[config.mk]
export PLATFORM = sky130hd
export DESIGN_NAME = deiu_top
export DESIGN_NICKNAME = d
export VERILOG_FILES = /design/src/design/deiu_top.v /design/src/design/deiu_sync2.v /design/src/design/deiu_w1c_reg.v
export VERILOG_INCLUDE_DIRS = /design/src /design/src/design
export SDC_FILE = /design/constraint.sdc
export NUM_CORES = 1
export LEC_CHECK = 0
export ABC_CLOCK_PERIOD_IN_PS = 1100
export BUFFER_PORTS_ARGS = -buffer_cell sky130_fd_sc_hd__buf_2
export CAP_MARGIN = 5
export CORE_ASPECT_RATIO = 0.9
export CORE_UTILIZATION = 48
export CTS_BUF_LIST = sky130_fd_sc_hd__clkbuf_4 sky130_fd_sc_hd__clkbuf_8 sky130_fd_sc_hd__clkbuf_16
export DETAILED_ROUTE_END_ITERATION = 16
export PLACE_DENSITY = 0.75
export SYNTH_ARGS = -nofsm -noshare
export SYNTH_HDL_FRONTEND = slang
export SYNTH_HIERARCHICAL = 1
export SYNTH_SLANG_ARGS = --single-unit
export TNS_END_PERCENT = 100
[constraint.sdc]
create_clock -name mclk_i -period 1.1 [get_ports mclk_i]
set_input_delay 0.055 -clock mclk_i [delete_from_list [all_inputs] [get_ports mclk_i]]
set_output_delay 0.055 -clock mclk_i [all_outputs]
set_load 0.02 [all_outputs]
[src/design/deiu_consts.vh]
// constants for the dsi error interrupt unit
`ifndef DEIU_CONSTS_VH
`define DEIU_CONSTS_VH
`define DEIU_ADDR_W 8
`define DEIU_DATA_W 8
`define DEIU_ADDR_IRQ_CTRL 8'he0
`define DEIU_ADDR_EN_A 8'he1
`define DEIU_ADDR_EN_B 8'he2
`define DEIU_ADDR_STAT_A 8'he5
`define DEIU_ADDR_STAT_B 8'he6
`define DEIU_BIT_SYNC 7
`define DEIU_BIT_CRC 6
`define DEIU_BIT_UNC 5
`define DEIU_BIT_COR 4
`define DEIU_BIT_LLP 3
`define DEIU_BIT_SOT 2
`define DEIU_BIT_LOCK 0
`define DEIU_BIT_IRQ_EN 0
`define DEIU_ERR_LO 2
`define DEIU_ERR_HI 7
`define DEIU_MASK_A 8'hfd
`define DEIU_MASK_B 8'hfc
`define DEIU_MASK_CTRL 8'h01
`define DEIU_RST_STAT_A 8'h01
`define DEIU_RST_STAT_B 8'h00
`define DEIU_RST_ZERO 8'h00
`endif

[src/design/deiu_top.v]
// error status, enables and interrupt pin of the dual channel bridge
`timescale 1ns/10ps
`include "deiu_consts.vh"
module deiu_top (
  // clock and reset
  input wire mclk_i,
  input wire rstn_i,
  // register port
  input wire [7:0] reg_addr_i,
  input wire [7:0] reg_wdata_i,
  input wire reg_wr_i,
  input wire reg_rd_i,
  output wire [7:0] reg_rdata_o,
  // channel a detect strobes
  input wire first_chan_sync_fault_i,
  input wire first_chan_checksum_fault_i,
  input wire first_chan_header_uncorrectable_i,
  input wire first_chan_header_corrected_i,
  input wire first_chan_protocol_fault_i,
  input wire first_chan_lane_merge_fault_i,
  input wire first_chan_leader_fault_i,
  // channel b detect strobes
  input wire second_chan_sync_fault_i,
  input wire second_chan_checksum_fault_i,
  input wire second_chan_header_uncorrectable_i,
  input wire second_chan_header_corrected_i,
  input wire second_chan_protocol_fault_i,
  input wire second_chan_lane_merge_fault_i,
  input wire second_chan_leader_fault_i,
  // pll lock level from analog
  input wire pll_lock_i,
  // interrupt pin
  output wire irq_o,
  output wire irq_oe_o
);
  // ************************************************
  // pll lock synchroniser and edge detect
  // ************************************************
  wire lock_s;
  reg lock_d_ff;
  deiu_sync2 u_lock_sync (
    .mclk_i(mclk_i),
    .rstn_i(rstn_i),
    .d_i(pll_lock_i),
    .q_o(lock_s)
  );
  // previous lock level for the falling edge
  always @(posedge mclk_i)
  begin
    if (!rstn_i)
      lock_d_ff <= 1'b0;
    else
      lock_d_ff <= lock_s;
  end
  wire lock_lost = lock_d_ff & ~lock_s;

  // ************************************************
  // event vectors, strobes never gated by soft reset
  // ************************************************
  reg [7:0] set_a;
  reg [7:0] set_b;
  always @*
  begin
    set_a = `DEIU_RST_ZERO;
    set_b = `DEIU_RST_ZERO;
    set_a[`DEIU_BIT_SYNC] = first_chan_sync_fault_i;
    set_a[`DEIU_BIT_CRC] = first_chan_checksum_fault_i;
    set_a[`DEIU_BIT_UNC] = first_chan_header_uncorrectable_i;
    set_a[`DEIU_BIT_COR] = first_chan_header_corrected_i;
    set_a[`DEIU_BIT_LLP] = first_chan_protocol_fault_i
      | first_chan_lane_merge_fault_i;
    set_a[`DEIU_BIT_SOT] = first_chan_leader_fault_i;
    set_a[`DEIU_BIT_LOCK] = lock_lost;
    set_b[`DEIU_BIT_SYNC] = second_chan_sync_fault_i;
    set_b[`DEIU_BIT_CRC] = second_chan_checksum_fault_i;
    set_b[`DEIU_BIT_UNC] = second_chan_header_uncorrectable_i;
    set_b[`DEIU_BIT_COR] = second_chan_header_corrected_i;
    set_b[`DEIU_BIT_LLP] = second_chan_protocol_fault_i | second_chan_lane_merge_fault_i;
    set_b[`DEIU_BIT_SOT] = second_chan_leader_fault_i;
  end
  // no soft reset input reaches the set terms above

  // ************************************************
  // register writes
  // ************************************************
  wire wr_ctrl = reg_wr_i & (reg_addr_i == `DEIU_ADDR_IRQ_CTRL);
  wire wr_en_a = reg_wr_i & (reg_addr_i == `DEIU_ADDR_EN_A);
  wire wr_en_b = reg_wr_i & (reg_addr_i == `DEIU_ADDR_EN_B);
  wire wr_st_a = reg_wr_i & (reg_addr_i == `DEIU_ADDR_STAT_A);
  wire wr_st_b = reg_wr_i & (reg_addr_i == `DEIU_ADDR_STAT_B);
  wire [7:0] clr_a = wr_st_a ? reg_wdata_i : `DEIU_RST_ZERO;
  wire [7:0] clr_b = wr_st_b ? reg_wdata_i : `DEIU_RST_ZERO;

  reg [7:0] ctrl_ff;
  reg [7:0] en_a_ff;
  reg [7:0] en_b_ff;
  // enable registers, unused bits held at zero
  always @(posedge mclk_i)
  begin
    if (!rstn_i)
    begin
      ctrl_ff <= `DEIU_RST_ZERO;
      en_a_ff <= `DEIU_RST_ZERO;
      en_b_ff <= `DEIU_RST_ZERO;
    end
    else
    begin
      if (wr_ctrl)
        ctrl_ff <= reg_wdata_i & `DEIU_MASK_CTRL;
      if (wr_en_a)
        en_a_ff <= reg_wdata_i & `DEIU_MASK_A;
      if (wr_en_b)
        en_b_ff <= reg_wdata_i & `DEIU_MASK_B;
    end
  end

  // ************************************************
  // sticky status registers
  // ************************************************
  wire [7:0] stat_a;
  wire [7:0] stat_b;
  deiu_w1c_reg #(
    .RST_VAL(`DEIU_RST_STAT_A),
    .IMPL_MASK(`DEIU_MASK_A)
  ) u_stat_a (
    .mclk_i(mclk_i),
    .rstn_i(rstn_i),
    .set_i(set_a),
    .clr_i(clr_a),
    .flag_o(stat_a)
  );
  deiu_w1c_reg #(
    .RST_VAL(`DEIU_RST_STAT_B),
    .IMPL_MASK(`DEIU_MASK_B)
  ) u_stat_b (
    .mclk_i(mclk_i),
    .rstn_i(rstn_i),
    .set_i(set_b),
    .clr_i(clr_b),
    .flag_o(stat_b)
  );

  // ************************************************
  // read data register
  // ************************************************
  reg [7:0] rdata_ff;
  reg [7:0] nxt_rdata;
  // unmapped addresses read zero
  always @*
  begin
    case (reg_addr_i)
      `DEIU_ADDR_IRQ_CTRL: nxt_rdata = ctrl_ff;
      `DEIU_ADDR_EN_A: nxt_rdata = en_a_ff;
      `DEIU_ADDR_EN_B: nxt_rdata = en_b_ff;
      `DEIU_ADDR_STAT_A: nxt_rdata = stat_a;
      `DEIU_ADDR_STAT_B: nxt_rdata = stat_b;
      default: nxt_rdata = `DEIU_RST_ZERO;
    endcase
  end
  always @(posedge mclk_i)
  begin
    if (!rstn_i)
      rdata_ff <= `DEIU_RST_ZERO;
    else if (reg_rd_i)
      rdata_ff <= nxt_rdata;
  end
  assign reg_rdata_o = rdata_ff;

  // ************************************************
  // interrupt pin
  // ************************************************
  wire any_pend = |(stat_a & en_a_ff) | |(stat_b & en_b_ff);
  reg irq_ff;
  // registered so it drops the cycle after the last clear
  always @(posedge mclk_i)
  begin
    if (!rstn_i)
      irq_ff <= 1'b0;
    else
      irq_ff <= any_pend & ctrl_ff[`DEIU_BIT_IRQ_EN];
  end
  assign irq_o = irq_ff;
  assign irq_oe_o = ctrl_ff[`DEIU_BIT_IRQ_EN] & irq_ff;
endmodule

[src/design/deiu_sync2.v]
// two flip-flop synchroniser for one level
`timescale 1ns/10ps
module deiu_sync2 (
  // clock and reset
  input wire mclk_i,
  input wire rstn_i,
  // level in and out
  input wire d_i,
  output wire q_o
);
  reg s1_ff;
  reg s2_ff;
  // first stage read only by second stage
  always @(posedge mclk_i)
  begin
    if (!rstn_i)
    begin
      s1_ff <= 1'b0;
      s2_ff <= 1'b0;
    end
    else
    begin
      s1_ff <= d_i;
      s2_ff <= s1_ff;
    end
  end
  assign q_o = s2_ff;
endmodule

[src/design/deiu_w1c_reg.v]
// sticky status register with write-one-to-clear bits
`timescale 1ns/10ps
`include "deiu_consts.vh"
module deiu_w1c_reg #(
  parameter [7:0] RST_VAL = 8'h00,
  parameter [7:0] IMPL_MASK = 8'hff
) (
  // clock and reset
  input wire mclk_i,
  input wire rstn_i,
  // event and clear strobes
  input wire [7:0] set_i,
  input wire [7:0] clr_i,
  // flags
  output wire [7:0] flag_o
);
  reg [7:0] flag_ff;
  wire [7:0] nxt_flag;
  genvar i;
  generate
    for (i = 0; i < 8; i = i + 1)
    begin : g_bit
      // set wins over clear, writes of 0 leave bit alone
      assign nxt_flag[i] = IMPL_MASK[i] & (set_i[i] | (flag_ff[i] & ~clr_i[i]));
    end
  endgenerate
  // flags keep their value until cleared
  always @(posedge mclk_i)
  begin
    if (!rstn_i)
      flag_ff <= RST_VAL & IMPL_MASK;
    else
      flag_ff <= nxt_flag;
  end
  assign flag_o = flag_ff;
endmodule

==> flow_summary.ini <==
[outcome]
outcome = complete, but fails checks
violations = setup timing

[clocking]
clkLatencyLatePin_ps = 290
cts_buffers = 5
clkTransAtPathRegs_ps = 70
cts_buffer_depth = 2
cts.sinks = 39
root_buffer = clkbuf_8
htree_levels = 2
cts_tree = built

[layout]
fin_nets = 305
fill_cells = 324
antennaDiodeCount = 0
drive_gt1_share_pct = 35.6
area_delta_synth_final_pct = 28.1

[die]
start_util_pct = 52.1
die-area_um2 = 4450
die_w_um = 70.2
die_y_um = 63.4
num_io_pins = 45
core_um2 = 3860
rows = 21

[route]
wl_mm = 4.32
drc = 0
wire_per_inst_um = 13.7
viasPerCell = 5.14
drt-initial-drc-count = 51
ant_nets = 0
num_vias = 1625
drt_pre_antenna_iters = 4

[timing]
holdWs_ps = 31.1
period_needed_ps = 1140
hold_violations = 0
worst_slack_ps = -36.6
fin_crit_sh_pct = 103
grt_setup_unrepaired = yes
setup_viol = 1
skew_ps = 3.89
fin_tns_setup_ps = -36.6
slew_headroom_pct = 66.3
fmax_mhz = 880
timing.final.max_slew_violations = 0
worst_pin_slew_ps = 504

[pwr]
powerDensity_nw_per_um2 = 1100
ir_drop_v = 0.000826
power_leakage_nw = 1.22
power_w = 0.00282

[placement]
gp_congestion = 0.754
place_hpwl_mm = 3.21
dp_slack_ps = -184
io_buffers = 43

[synthesis]
yosys_warnings = 6
syn_avg_cell_area_um2 = 9.95
syn_inst = 202
netlist_area_um2 = 2010

[global_routing]
grt_pass1_vias = 1639
grt_usage_pct = 21.4
overflow = 0
grtUsageMet1_pct = 26.8
grt_first_pass_wirelength_mm = 7.34
grt.met3_usage_pct = 4.80
antenna_found_initial = 0
grt-busiest-layer = met2
grt_max_degree = 22
use_met2_pct = 35.8

[hold_path]
hold_depth = 3
hold_start = reg_wdata_i[0]
min_path_type = primary input to flop
min_delay_worst_endpoint = ctrl_ff[0]

[critical_path]
critPathLaunchType = flop
crit_required_ps = 1310
cp.arrival_ps = 1350
endpoint_kind = flop
ff2ff_setup_slack_ps = -40
criticalPathCategory = flop to flop
ff2ff_path_depth = 3
cp_max_fo = 2
rr_startpoint = ctrl_ff[0]
worst_r2r_endpoint = reg_rdata_o[0]

[run]
drv_cap = 0
[critical path: stages (launching register included)]
cell and delay [ps]:
dfxtp_2 320, or4b_4 440, o221a_1 140, o31ai_2 160
[placed cells by master (no fill, tap or decap), types with 10 or more instances in the layout]
master and count:
nor2b_1 10, nand2_1 32, o21a_1 12, and2_1 11
dfxtp_1 37, mux2i_1 27, buf_4 18, dlygate4sd3_1 11
buf_2 43
[metal layers]
| metal | vias up | routed length, µm |
|---|---|---|
| met3 | 7 | 194 |
| li1 | 840 | - |
| met2 | 42 | 2020 |
| met1 | 736 | 2060 |
| met4 | 0 | 51 |
| met5 | - | 0 |
[worst max-delay path by stage]
stage | start | to | slack (ps) | cells after the start
after floorplan | reg_addr_i[0] | u_stat_b/flag_o[2] | -40 | 6
after global placement | reg_addr_i[3] | u_stat_a/flag_o[3] | -160 | 7
after detailed placement | reg_addr_i[3] | u_stat_a/flag_o[6] | -180 | 7
after CTS | ctrl_ff[0] | reg_rdata_o[0] | -30 | 3
after global routing | ctrl_ff[0] | reg_rdata_o[0] | -100 | 3
final | ctrl_ff[0] | reg_rdata_o[0] | -40 | 3
[final cells by class]
class / instances / area [µm²] / share of cell area, %
clock buffers: 6 / 82.6 / 3.21
clock inverters: 1 / 5.00 / 0.194
inverters: 1 / 3.75 / 0.146
multi-input cells: 151 / 1180 / 45.9
flip-flops and latches: 39 / 783 / 30.4
well taps: 46 / 57.6 / 2.24
repair buffers: 72 / 460 / 17.9
[registers in the layout, summed over array words and instances (netlist names)]
| signal | count |
|---|---|
| u_lock_sync/q_o | 1 |
| irq_o | 1 |
| lock_d_ff | 1 |
| u_lock_sync/s1_ff | 1 |
| ctrl_ff | 1 |
| en_b_ff | 6 |
| u_stat_a/flag_o | 7 |
| u_stat_b/flag_o | 6 |
| en_a_ff | 7 |
| reg_rdata_o | 8 |
[report_power, final]
part | internal [W] | switching [W]
clock network | 0.000492 | 0.000485
registers | 0.00145 | 0.0000267
logic | 0.000203 | 0.000166
total | 0.00214 | 0.000678
[repair_timing]
| action | CTS | global route |
|---|---|---|
| buffers inserted | 0 | 1 |
| cloned | 0 | 0 |
| endpoints found under the setup margin | 2 | 2 |
| pin swaps | 2 | 2 |
| hold buffers | 11 | 0 |
| hold endpoints to repair | 11 | 0 |
| resized for setup | 1 | 2 |
[per-stage QoR]
stage                     util [%]  cells  cell area (µm²)
after global placement        61.2    297             2360
after global routing          66.7    316             2570
final                         66.7    316             2570
after CTS                     66.3    315             2560
after detailed placement      61.2    297             2360
after floorplan                  -    203             2040
(Power assumes the default switching activity.)
